`config.mk`:
```
export PLATFORM = sky130hd
export DESIGN_NAME = lprt_core
export DESIGN_NICKNAME = d
export VERILOG_FILES = /design/src/logic/lprt_pkg.sv /design/src/logic/lprt_bank.sv /design/src/logic/lprt_core.sv
export SDC_FILE = /design/constraint.sdc
export NUM_CORES = 1
export LEC_CHECK = 0
export ABC_AREA = 1
export BUFFER_PORTS_ARGS = -buffer_cell sky130_fd_sc_hd__buf_2
export CAP_MARGIN = 10
export CORE_MARGIN = 4
export CORE_UTILIZATION = 45
export DETAILED_ROUTE_END_ITERATION = 12
export PLACE_DENSITY_LB_ADDON = 0.15
export SLEW_MARGIN = 20
export SYNTH_ARGS = -nofsm -noshare
export SYNTH_HDL_FRONTEND = slang
export SYNTH_SLANG_ARGS = --single-unit
```
`constraint.sdc`:
```
create_clock -name clk -period 24.7 [get_ports clk]
set_input_delay 1.235 -clock clk [delete_from_list [all_inputs] [get_ports clk]]
set_output_delay 1.235 -clock clk [all_outputs]
set_load 0.02 [all_outputs]
```
`src/logic/lprt_pkg.sv`:
```
// Package: constants for the precharge/refresh timing block.
// Assumes a single 50 MHz clock and an APB register port.
// Functional notes
// RULE_01: Controller precharges no sooner than BL/2 after READ; ACTIVATE after tRP.
// RULE_02: Controller precharges only after tRAS from that bank's ACTIVATE.
// RULE_03: tRTP starts BL/2-2 after READ, effective BL when truncated.
// RULE_04: Controller waits WL+BL/2+1+RU(tWR) from WRITE to PRECHARGE.
// RULE_05: Array writes happen per complete four-bit prefetch group.
// RULE_06: Auto-precharge flag low: normal burst, bank stays open.
// RULE_07: Auto-precharge flag sampled on falling-edge bit zero; high arms precharge.
// RULE_08: READ auto precharge starts at max(BL/2, BL/2-2+RU(tRTP)).
// RULE_09: After auto precharge, ACTIVATE needs tRP from start and tRC.
// RULE_10: WRITE auto precharge starts tWR after the write burst completes.
// RULE_11: After READ auto precharge, same bank access illegal; other banks spaced.
// RULE_12: After WRITE auto precharge, same bank access illegal; other banks spaced.
// RULE_13: Precharges may be one clock apart; period counts from latest.
// RULE_14: Commands inside minimum delays are illegal; no truncating auto precharge.
// RULE_15: Refresh is CS low, bits 0,1 low, 2 high; bit 3 selects type.
// RULE_16: Per-bank refresh works only in eight-bank configuration.
// RULE_17: Per-bank refresh walks banks 0..7; counter clears on reset, exit, all-bank.
// RULE_18: Controller spaces per-bank refresh by tRFCab, tRFCpb, tRP and tRRD.
// RULE_19: Per-bank refresh blocks only target bank, which ends idle.
// RULE_20: After per-bank refresh controller waits tRFCpb or tRRD as listed.
// RULE_21: All banks idle and timings met before an all-bank refresh.
// RULE_22: All-bank refresh leaves all banks idle; tRFCab before next.
// RULE_23: PRECHARGE closes the addressed bank, or all banks with flag high.
// RULE_24: Bank ready after tRPab for precharge-all, tRPpb for single bank.
// RULE_25: Controller keeps per-bank timers and blocks early commands.
package lprt_pkg;
    localparam int NBANK = 8;
    localparam int CW = 8;
    // Register byte offsets
    localparam logic [7:0] OFS_CFG = 8'h00;
    localparam logic [7:0] OFS_LAT = 8'h04;
    localparam logic [7:0] OFS_TRP = 8'h08;
    localparam logic [7:0] OFS_TRFC = 8'h0C;
    localparam logic [7:0] OFS_STAT = 8'h10;
    // Field positions
    localparam int F_EIGHT = 4;
    localparam int F_WL = 4;
    localparam int F_RTP = 8;
    localparam int F_WR = 12;
    localparam int F_RPAB = 8;
    localparam int F_RFCAB = 8;
    localparam int F_BUSY = 8;
    localparam int F_REFP = 16;
    // Values after reset
    localparam logic [31:0] RST_CFG = 32'h0000_0011;
    localparam logic [31:0] RST_LAT = 32'h0000_2243;
    localparam logic [31:0] RST_TRP = 32'h0000_0403;
    localparam logic [31:0] RST_TRFC = 32'h0000_100A;
    // Burst length codes
    typedef enum logic [1:0] {LPRT_BL4 = 2'h0, LPRT_BL8 = 2'h1, LPRT_BL16 = 2'h2} lprt_bl_e;
    // Cycles for a four-bit group at double data rate
    localparam logic [CW-1:0] GRP_CYC = 8'h02;
endpackage

```
`src/logic/lprt_bank.sv`:
```
// One bank: open state, precharge/refresh busy timer, auto precharge timer.
// Assumes command strobes are one-cycle pulses from the decoder.
`timescale 1ns/10ps
module lprt_bank (
    // Clock and reset
    input wire logic clk,
    input wire logic reset,
    // Commands for this bank
    input wire logic act,
    input wire logic pre,
    input wire logic [lprt_pkg::CW-1:0] pre_cyc,
    input wire logic [lprt_pkg::CW-1:0] ap_rp_cyc,
    input wire logic ap_arm,
    input wire logic [lprt_pkg::CW-1:0] ap_dly,
    input wire logic refr,
    input wire logic [lprt_pkg::CW-1:0] ref_cyc,
    // State
    output logic open_r,
    output logic busy_r,
    output logic ap_fire_r
);
    import lprt_pkg::*;
    logic [CW-1:0] cnt_r;
    logic [CW-1:0] ap_r;
    logic ap_hit;

    // Fire in the cycle the delay names, as a precharge decoded there would
    assign ap_hit = ap_arm ? (ap_dly == 8'h01) : (ap_r == 8'h02);

    // Auto precharge countdown; fires once at its end
    always_ff @(posedge clk or posedge reset) begin
        if (reset) begin
            ap_r <= 8'h00;
            ap_fire_r <= 1'b0;
        end else begin
            ap_fire_r <= ap_hit; // [RULE_08] [RULE_10]
            if (ap_arm) begin
                ap_r <= ap_dly;
            end else if (ap_r != 8'h00) begin
                ap_r <= ap_r - 8'h01;
            end
        end
    end

    // Busy timer restarts from the latest precharge or refresh
    always_ff @(posedge clk or posedge reset) begin
        if (reset) begin
            cnt_r <= 8'h00;
            busy_r <= 1'b0;
        end else begin
            if (pre) begin
                cnt_r <= pre_cyc; // [RULE_13] [RULE_24]
                busy_r <= 1'b1;
            end else if (refr) begin
                cnt_r <= ref_cyc; // [RULE_19]
                busy_r <= 1'b1;
            end else if (ap_fire_r) begin
                cnt_r <= ap_rp_cyc;
                busy_r <= 1'b1;
            end else if (cnt_r != 8'h00) begin
                cnt_r <= cnt_r - 8'h01;
                busy_r <= (cnt_r > 8'h01);
            end else begin
                busy_r <= 1'b0;
            end
        end
    end

    // Row open until a precharge, auto precharge or refresh closes it
    always_ff @(posedge clk or posedge reset) begin
        if (reset) begin
            open_r <= 1'b0;
        end else if (pre || refr || ap_fire_r) begin
            open_r <= 1'b0; // [RULE_19] [RULE_22]
        end else if (act) begin
            open_r <= 1'b1;
        end
    end
endmodule

```
`src/logic/lprt_core.sv`:
```
// Top: command decode, bank array, refresh bank counter, write
// prefetch sequencer and APB registers.
// Assumes command pins come from another domain and are synchronised here.
`timescale 1ns/10ps
module lprt_core (
    // Clock and reset
    input wire logic clk,
    input wire logic reset,
    // Command/address pins, rising and falling samples
    input wire logic cs_n,
    input wire logic [9:0] ca_rise,
    input wire logic [9:0] ca_fall,
    input wire logic sr_exit,
    // APB slave
    input wire logic psel,
    input wire logic penable,
    input wire logic pwrite,
    input wire logic [7:0] paddr,
    input wire logic [31:0] pwdata,
    output logic [31:0] prdata,
    output logic pready,
    output logic pslverr,
    // Bank state and array strobes
    output logic [lprt_pkg::NBANK-1:0] bank_open,
    output logic [lprt_pkg::NBANK-1:0] bank_busy,
    output logic [2:0] ref_ptr,
    output logic array_wr,
    output logic [2:0] array_wr_bank
);
    import lprt_pkg::*;

    logic [11:0] cs_s1_r, cs_s2_r;
    logic [9:0] caf_s1_r, caf_s2_r;
    logic [31:0] cfg_r, lat_r, trp_r, trfc_r;
    logic [2:0] ref_ptr_r;
    logic [CW-1:0] bl2, rl, wl, rtp, twr, rppb, rpab, rfcpb, rfcab;
    logic [CW-1:0] rd_ap_dly, wr_ap_dly, rd_alt;
    logic eight;
    logic c_cs, c_act, c_rd, c_wr, c_pre, c_ref, c_bst, ap_flag, ab_flag;
    logic [2:0] c_ba;
    logic [NBANK-1:0] act_v, pre_v, ref_v, arm_v, open_v, busy_v, fire_v;
    logic [CW-1:0] pre_cyc;
    logic [CW-1:0] wdly_r, wage_r, wtot_r, wdone_r, wph_r;
    logic wact_r;
    logic [2:0] wbank_r;
    logic array_wr_r;
    logic [2:0] array_wr_bank_r;
    logic [31:0] prdata_r;
    logic pready_r, pslverr_r;
    logic [NBANK-1:0] open_q, busy_q;

    // Two-flop synchronisers on the command/address pins and sr_exit
    always_ff @(posedge clk or posedge reset) begin
        if (reset) begin
            // Idle levels: chip deselected, no self-refresh exit pending
            cs_s1_r <= 12'h7FF;
            cs_s2_r <= 12'h7FF;
            caf_s1_r <= 10'h000;
            caf_s2_r <= 10'h000;
        end else begin
            cs_s1_r <= {sr_exit, cs_n, ca_rise};
            cs_s2_r <= cs_s1_r;
            caf_s1_r <= ca_fall;
            caf_s2_r <= caf_s1_r;
        end
    end

    // Configuration fields
    assign eight = cfg_r[F_EIGHT];
    assign bl2 = (cfg_r[1:0] == LPRT_BL16) ? 8'h08 :
                 (cfg_r[1:0] == LPRT_BL8) ? 8'h04 : 8'h02;
    assign rl = {4'h0, lat_r[3:0]};
    assign wl = {4'h0, lat_r[F_WL +: 4]};
    assign rtp = {4'h0, lat_r[F_RTP +: 4]};
    assign twr = {4'h0, lat_r[F_WR +: 4]};
    assign rppb = trp_r[7:0];
    assign rpab = trp_r[F_RPAB +: 8];
    assign rfcpb = trfc_r[7:0];
    assign rfcab = trfc_r[F_RFCAB +: 8];

    // Auto precharge start delays
    assign rd_alt = bl2 - 8'h02 + rtp;
    assign rd_ap_dly = (rd_alt > bl2) ? rd_alt : bl2; // [RULE_08]
    assign wr_ap_dly = wl + bl2 + 8'h01 + twr; // [RULE_10]

    // Rising-edge command decode
    assign c_cs = ~cs_s2_r[10];
    assign c_act = c_cs & ~cs_s2_r[0] & cs_s2_r[1];
    assign c_rd = c_cs & cs_s2_r[0] & ~cs_s2_r[1] & cs_s2_r[2];
    assign c_wr = c_cs & cs_s2_r[0] & ~cs_s2_r[1] & ~cs_s2_r[2];
    assign c_pre = c_cs & (cs_s2_r[3:0] == 4'hB);
    assign c_bst = c_cs & (cs_s2_r[3:0] == 4'h3);
    assign c_ref = c_cs & (cs_s2_r[2:0] == 3'h4); // [RULE_15]
    assign c_ba = cs_s2_r[9:7];
    assign ab_flag = cs_s2_r[4];
    assign ap_flag = caf_s2_r[0]; // [RULE_07]
    assign pre_cyc = ab_flag ? rpab : rppb; // [RULE_24]

    // Per-bank strobes
    always_comb begin
        for (int i = 0; i < NBANK; i++) begin
            act_v[i] = c_act && (c_ba == i[2:0]);
            pre_v[i] = c_pre && (ab_flag || c_ba == i[2:0]); // [RULE_23]
            arm_v[i] = (c_rd || c_wr) && ap_flag && (c_ba == i[2:0]); // [RULE_06]
            ref_v[i] = c_ref && (cs_s2_r[3] ||
                       (eight && ref_ptr_r == i[2:0])); // [RULE_16] [RULE_22]
        end
    end

    // Bank array
    for (genvar g = 0; g < NBANK; g++) begin : g_bank
        lprt_bank u_bank (
            .clk(clk),
            .reset(reset),
            .act(act_v[g]),
            .pre(pre_v[g]),
            .pre_cyc(pre_cyc),
            .ap_rp_cyc(rppb),
            .ap_arm(arm_v[g]),
            .ap_dly(c_rd ? rd_ap_dly : wr_ap_dly),
            .refr(ref_v[g]),
            .ref_cyc(cs_s2_r[3] ? rfcab : rfcpb),
            .open_r(open_v[g]),
            .busy_r(busy_v[g]),
            .ap_fire_r(fire_v[g])
        );
    end

    // Output copies of bank state
    always_ff @(posedge clk or posedge reset) begin
        if (reset) begin
            open_q <= '0;
            busy_q <= '0;
        end else begin
            open_q <= open_v;
            busy_q <= busy_v;
        end
    end

    // Round-robin per-bank refresh pointer
    always_ff @(posedge clk or posedge reset) begin
        if (reset) begin
            ref_ptr_r <= 3'h0; // [RULE_17]
        end else if (cs_s2_r[11] || (c_ref && cs_s2_r[3])) begin
            ref_ptr_r <= 3'h0; // [RULE_17]
        end else if (c_ref && eight) begin
            ref_ptr_r <= ref_ptr_r + 3'h1; // [RULE_17]
        end
    end

    // Write prefetch sequencer: one array write per complete group
    always_ff @(posedge clk or posedge reset) begin
        if (reset) begin
            wact_r <= 1'b0;
            wdly_r <= 8'h00;
            wage_r <= 8'h00;
            wtot_r <= 8'h00;
            wdone_r <= 8'h00;
            wph_r <= 8'h00;
            wbank_r <= 3'h0;
            array_wr_r <= 1'b0;
            array_wr_bank_r <= 3'h0;
        end else begin
            array_wr_r <= 1'b0;
            if (c_wr) begin
                wact_r <= 1'b1;
                wdly_r <= wl + GRP_CYC;
                wage_r <= 8'h01;
                wtot_r <= {1'b0, bl2[CW-1:1]};
                wdone_r <= 8'h00;
                wph_r <= 8'h00;
                wbank_r <= c_ba;
            end else if (wact_r) begin
                wage_r <= wage_r + 8'h01;
                if (c_bst) begin
                    wtot_r <= {1'b0, wage_r[CW-1:1]};
                end
                if (wdly_r > 8'h01) begin
                    wdly_r <= wdly_r - 8'h01;
                end else if (wph_r != 8'h00) begin
                    wph_r <= wph_r - 8'h01;
                end else if (wdone_r < wtot_r) begin
                    array_wr_r <= 1'b1; // [RULE_05]
                    array_wr_bank_r <= wbank_r;
                    wdone_r <= wdone_r + 8'h01;
                    wph_r <= GRP_CYC - 8'h01;
                end else begin
                    wact_r <= 1'b0;
                end
            end
        end
    end

    // APB write side: configuration registers
    always_ff @(posedge clk or posedge reset) begin
        if (reset) begin
            cfg_r <= RST_CFG;
            lat_r <= RST_LAT;
            trp_r <= RST_TRP;
            trfc_r <= RST_TRFC;
        end else if (psel && penable && pready_r && pwrite) begin
            case (paddr)
                OFS_CFG: cfg_r <= {27'h0, pwdata[F_EIGHT], 2'h0, pwdata[1:0]};
                OFS_LAT: lat_r <= {16'h0, pwdata[15:0]};
                OFS_TRP: trp_r <= {16'h0, pwdata[15:0]};
                OFS_TRFC: trfc_r <= {16'h0, pwdata[15:0]};
                default: cfg_r <= cfg_r;
            endcase
        end
    end

    // APB answer: one wait-free access phase, data captured in setup
    always_ff @(posedge clk or posedge reset) begin
        if (reset) begin
            prdata_r <= 32'h0000_0000;
            pready_r <= 1'b0;
            pslverr_r <= 1'b0;
        end else begin
            pready_r <= psel && !penable;
            pslverr_r <= 1'b0;
            if (psel && !penable) begin
                case (paddr)
                    OFS_CFG: prdata_r <= cfg_r;
                    OFS_LAT: prdata_r <= lat_r;
                    OFS_TRP: prdata_r <= trp_r;
                    OFS_TRFC: prdata_r <= trfc_r;
                    OFS_STAT: prdata_r <= {13'h0, ref_ptr_r, busy_q, open_q};
                    default: begin
                        prdata_r <= 32'h0000_0000;
                        pslverr_r <= 1'b1;
                    end
                endcase
            end
        end
    end

    // Outputs straight from registers
    assign prdata = prdata_r;
    assign pready = pready_r;
    assign pslverr = pslverr_r;
    assign bank_open = open_q;
    assign bank_busy = busy_q;
    assign ref_ptr = ref_ptr_r;
    assign array_wr = array_wr_r;
    assign array_wr_bank = array_wr_bank_r;

    // Delayed refresh strobes, for the per-bank refresh check
    logic [NBANK-1:0] ref_v_q;
    always_ff @(posedge clk or posedge reset) begin
        if (reset) begin
            ref_v_q <= '0;
        end else begin
            ref_v_q <= ref_v;
        end
    end
endmodule

```
-- After elaboration in Yosys (flattened, before gate mapping)
Index checks and enable logic that the tools add are counted.
- add/sub/neg operators: 27
- $lt $le $gt $ge: 11
- eq/ne operators: 34
- mux-type cells: 142
- bitwise operators: 16
- reductions and logical operators: 142
- operators by type and width (cell ; number):
    $mux W8 ; 70
    $sub A8 B1 Y8 const B ; 18
    $reduce_bool A8 Y1 ; 17
    $pmux W19 S5 ; 1
    $gt A8 B1 Y1 const B ; 9
    $mux W1 ; 67
    $eq A8 B2 Y1 const B ; 8
    $logic_and A1 B1 Y1 ; 47
    $reduce_bool A2 Y1 ; 21
    $logic_or A1 B1 Y1 ; 34
    $reduce_bool A4 Y1 ; 8
    $eq A3 B3 Y1 const B ; 9
    $add A8 B1 Y8 const B ; 2
    $eq A8 B4 Y1 const B ; 2
    $eq A3 B2 Y1 const B ; 4
    $reduce_and A2 Y1 ; 6
    $and A1 B1 Y1 ; 9
    $mux W3 ; 3
    $eq A8 B1 Y1 const B ; 1
    $eq A8 B3 Y1 const B ; 1
    $eq A8 B5 Y1 const B ; 1
    $gt A8 B4 Y1 ; 1
    $logic_not A8 Y1 ; 1
    $lt A8 B8 Y1 ; 1
    other kinds (22) ; 31
- bits in registers: 330
- input bits: 67
- output and inout port bits: 57
- logic and storage cells: 435

-- Logic depth before layout (Yosys ltp)
- word-level depth: 10
- gate-level depth with buffers: 20
- gate-level depth less buffers: 20

-- Hierarchy
Synthesis repeated with hierarchy kept, for this count alone.
- cell total of the unflattened synthesis: 2467
- area, all modules: 19170.9 um^2
- modules (own cells, without submodules) (module ; instances ; cells an instance ; area each (um^2) ; seq. area each (um^2)):
    lprt_bank ; 8 ; 183 ; 1353.8 ; 475.5
    lprt_core ; 1 ; 1003 ; 8340.5 ; 4042.6

-- Worst setup path before layout
No wires, ideal clock.
- kind: reg2reg
- start: register cfg_r[0]
- end: register g_bank[1].u_bank.ap_fire_r
- library setup time: 118 ps
- arrival: 3039 ps
- required time: 24582 ps
- slack: 21544 ps
- stages on the path, launching flop included: 21
- path buffers: 0
- cell sequence: dfstp_2 inv_1 ha_1 inv_1 ha_1 inv_1 fa_1 xor2_1 inv_1 ha_1 nand2_1 nor2_1 inv_1 nand2_1 nand2_1 nand2_1 nand3_1 nand2_1 nor2_4 nand3_1 nand2_1
- longest elaborated chain between the ends: 10
- elaborated cells between the ends (all ways): 14
- RTL lines (what ; line ; source):
    from (decl) ; lprt_core.sv:34 ; logic [31:0] cfg_r, lat_r, trp_r, trfc_r;
    from (signal assigned) ; lprt_core.sv:203 ; OFS_CFG: cfg_r <= {27'h0, pwdata[F_EIGHT], 2'h0, pwdata[1:0]};
    from (signal assigned) ; lprt_core.sv:207 ; default: cfg_r <= cfg_r;
    $eq A2 B1 Y1 ; lprt_core.sv:71 ; (cfg_r[1:0] == LPRT_BL8) ? 8'h04 : 8'h02;
    $mux W3 ; lprt_core.sv:71 ;
    $mux W4 * ; lprt_core.sv:70 ; assign bl2 = (cfg_r[1:0] == LPRT_BL16) ? 8'h08 :
    $sub A4 B2 Y5 ; lprt_core.sv:82 ; assign rd_alt = bl2 - 8'h02 + rtp;
    $add A5 B5 Y6 ; lprt_core.sv:82 ;
    $gt A8 B4 Y1 ; lprt_core.sv:83 ; assign rd_ap_dly = (rd_alt > bl2) ? rd_alt : bl2;
    $mux W8 ; lprt_core.sv:83 ;
    $mux W8 * ; lprt_core.sv:120 ; .ap_dly(c_rd ? rd_ap_dly : wr_ap_dly),
    $eq A8 B1 Y1 * ; lprt_bank.sv:28 ; assign ap_hit = ap_arm ? (ap_dly == 8'h01) : (ap_r == 8'h02);
    $mux W1 * ; lprt_bank.sv:28 ;
    via g_bank[1].u_bank.ap_hit ; lprt_bank.sv:25 ; logic ap_hit;
    to (signal assigned) ; lprt_bank.sv:36 ; ap_fire_r <= ap_hit;
    to (decl) ; lprt_bank.sv:20 ; output logic ap_fire_r
The timed path passes the listed nets; every way through them passes the cells marked *.
A chain may end at the register's enable or synchronous reset.

-- Worst setup path in the final report
- start: register cfg_r[0]
- end: register g_bank[6].u_bank.ap_fire_r
- longest elaborated chain between the ends: 10
- elaborated cells between the ends (all ways): 14
- RTL lines (what ; line):
    $eq A2 B1 Y1 ; lprt_core.sv:71
    $mux W3 ; lprt_core.sv:71
    $mux W4 * ; lprt_core.sv:70
    $sub A4 B2 Y5 ; lprt_core.sv:82
    $add A5 B5 Y6 ; lprt_core.sv:82
    $gt A8 B4 Y1 ; lprt_core.sv:83
    $mux W8 ; lprt_core.sv:83
    $mux W8 * ; lprt_core.sv:120
    $eq A8 B1 Y1 * ; lprt_bank.sv:28
    $mux W1 * ; lprt_bank.sv:28
    via g_bank[6].u_bank.ap_hit ; lprt_bank.sv:25
    to (signal assigned) ; lprt_bank.sv:36
    to (decl) ; lprt_bank.sv:20
Marks and branches as above.

==> results.sh <==
export IMPL_rsz0062_at_grt="false"
export IMPL_pin_count=124
export IMPL_syn_mean_instance_area_um2=7.821
export IMPL_tritoncts="built"
export IMPL_clockRootBuffer="clkbuf_16"
export IMPL_ys_ff_latch=312
export IMPL_p_per_area_nw_per_um2=101.9
export IMPL_yosysSeqAreaShare=0.4396
export IMPL_path_clk_slew_ns=0.06
export IMPL_die_area_um2=42910
export IMPL_synth_edff_count=0
export IMPL_worst_clock_skew_ns=0.02035
export IMPL_period_needed_ns=4.012
export IMPL_hold_buffers=0
export IMPL_start_util=0.4586
export IMPL_grt_pass1_vias=15080
export IMPL_timing_setup_tns_ns=0
export IMPL_finalWirelength_mm=52.62
export IMPL_max_freq_mhz=249.2
export IMPL_setup_viol=0
export IMPL_cp_max_fo=8
export IMPL_synthFlopType="dfrtp_1"
export IMPL_place_congestion=0.9482
export IMPL_cts_made_buffers=38
export IMPL_p_leak_nw=9.964
export IMPL_clockBufferDepth=3
export IMPL_num_fill_cells=3802
export IMPL_grt_pass1_wl_mm=83.38
export IMPL_antenna_found_initial=0
export IMPL_ys_async_sr_fraction=1.000
export IMPL_grtUsageTotal=0.2395
export IMPL_drt_iter0_markers=1635
export IMPL_vias_per_cell=5.530
export IMPL_maxSlewViolCount=0
export IMPL_synth_distinct_cells=57
export IMPL_core_region_area_um2=38920
export IMPL_ys_warn_count=0
export IMPL_post_drt_wl_per_cell_um=18.11
export IMPL_drt_first_pass_iters=6
export IMPL_syn_area_um2=17850
export IMPL_cts_resized=0
export IMPL_p_total_mw=2.041
export IMPL_cp_required_ns=25.17
export IMPL_syn_inst=2282
export IMPL_htreeDepth=2
export IMPL_arrival_ns=4.48
export IMPL_crit_path_end_kind="register"
export IMPL_cts_sinks=312
export IMPL_tightest_slew_ns=1.267
export IMPL_routed_via_count=16070
export IMPL_drc_errors=0
export IMPL_layout_commonest_cell="nand2_1"
export IMPL_hp_class="reg2reg"
export IMPL_period_share=0.1624
export IMPL_dp_final_hpwl_mm=37.86
export IMPL_port_buffers=83
export IMPL_finalNetCount=2495
export IMPL_die_y_um=207.2
export IMPL_grt_overflow_total=0
export IMPL_antenna_cells=0
export IMPL_outcome="complete, no violations"
export IMPL_critical_path_class="reg2reg"
export IMPL_num_rows=72
export IMPL_ir_drop_v=0.00005791
export IMPL_ant_nets=0
export IMPL_grt_max_degree=114
export IMPL_most_common_layout_cells="485 x nand2_1, 281 x dfrtp_1, 279 x inv_1"
export IMPL_finalHoldViolCount=0
export IMPL_start_kind="register"
export IMPL_area_sequential_um2=7846
export IMPL_area_delta_synth_final_pct=12.24
export IMPL_multi_input_area_um2=8558
export IMPL_postCtsSetupBuffers=0
export IMPL_clock_latency_ns=0.56
export IMPL_die_width_um=207.2
export IMPL_slew_headroom=0.1498
export IMPL_drv_cap=0
export IMPL_drive_gt1_frac=0.1160
registers in the layout, indices dropped and copies added, names as in the netlist, 10 cells and up:
| register | count |
|---|---|
| cs_s1_r | 10 |
| cs_s2_r | 10 |
| g_bank.u_bank.cnt_r | 64 |
| trp_r | 16 |
| lat_r | 16 |
| trfc_r | 16 |
| g_bank.u_bank.ap_r | 64 |
| prdata | 19 |
layer usage:
layer | vias up | routed length (um) | GRT usage | part of all wire
met3 | 100 | 4246 | 0.04418 | 0.081
met2 | 594 | 22940 | 0.3643 | 0.44
met1 | 7671 | 23760 | 0.3493 | 0.45
met5 | - | 0 | 0 | 0
met4 | 0 | 1666 | 0.07478 | 0.032
li1 | 7705 | - | - | -
path summary, 6_finish.rpt:
check | from | to | slack [ns] | cells past startpoint
min | g_bank[1].u_bank.busy_r$_DFF_PP0_ | bank_busy[1]$_DFF_PP0_ | 0.34 | 0
min reg2reg | g_bank[1].u_bank.busy_r$_DFF_PP0_ | bank_busy[1]$_DFF_PP0_ | 0.34 | 0
max | cfg_r[0]$_DFFE_PP1P_ | g_bank[6].u_bank.ap_fire_r$_DFF_PP0_ | 20.69 | 19
max in group asynchronous | reset | g_bank[4].u_bank.busy_r$_DFF_PP0_ | 21.55 | 4
max reg2reg | cfg_r[0]$_DFFE_PP1P_ | g_bank[6].u_bank.ap_fire_r$_DFF_PP0_ | 20.69 | 19
min in group asynchronous | reset | wph_r[4]$_DFFE_PP0P_ | 0.81 | 2
per-stage QoR:
stage | std cells | utilization | setup WS [ns] | hold WS [ns] | cell area (um^2)
after floorplan | 2294 | - | 14.89 | 0.3312 | 17890
after global placement | 2837 | 0.4803 | 20.57 | 0.3346 | 18690
after detailed placement | 2837 | 0.4803 | 20.52 | 0.3355 | 18690
after CTS | 2906 | 0.5145 | 20.75 | 0.3376 | 20020
after global routing | 2906 | 0.5147 | 20.44 | 0.3522 | 20030
final | 2906 | 0.5147 | 20.69 | 0.3384 | 20030
cells in the mapped netlist, types with 18 or more instances:
cell type | number | share of area
ha_1 | 64 | 0.045
o21ai_0 | 244 | 0.068
clkbuf_1 | 29 | 0.0061
nand4_1 | 26 | 0.0091
nor3_1 | 32 | 0.0090
nor2_1 | 181 | 0.038
nand2_1 | 485 | 0.10
dfstp_2 | 31 | 0.046
o22ai_1 | 19 | 0.0067
inv_2 | 18 | 0.0038
nand3_1 | 175 | 0.049
dfrtp_1 | 281 | 0.39
a21oi_1 | 119 | 0.033
inv_1 | 280 | 0.059
buf_4 | 18 | 0.0076
o211ai_1 | 63 | 0.027
xor2_1 | 35 | 0.017
worst max-delay path, cell delays in order (launching register included):
cell and delay (ns):
dfstp_2 0.55, inv_1 0.10, ha_1 0.36, inv_1 0.12
ha_1 0.15, inv_1 0.05, fa_1 0.37, xor2_1 0.22
inv_1 0.08, ha_1 0.34, nand2_1 0.09, nor2_1 0.15
inv_1 0.05, nand2_1 0.11, nand3_1 0.09, nand3_1 0.15
nand2_1 0.34, nor2_4 0.38, nand3_1 0.11, nand2_1 0.11
area by class of cell:
cell class,count,area share
clock buffer,52,0.05415
timing repair buffer,93,0.02448
tap,518,0.03235
clock inverter,17,0.01230
sequential,312,0.3917
inverter,305,0.05778
multi-input combinational,1609,0.4272
kinds of logic (layout without fill, tap and decap cells):
group / count (synthesis) / after routing / share of synthesized area
fa+ha+maj: 69 / 69 / 0.05048
flops: 312 / 312 / 0.4396
buf+inv: 373 / 467 / 0.08413
compound gates: 514 / 514 / 0.1632
simple gates: 971 / 971 / 0.2417
other cells: 1 / 13 / 0.0002101
xor+xnor: 42 / 42 / 0.02061
report_power, final:
group	total [mW]	switching [mW]	internal [mW]
registers	0.780	0.117	0.663
logic	0.667	0.400	0.266
clock network	0.594	0.224	0.371
Power figures use the tool's default switching activity.
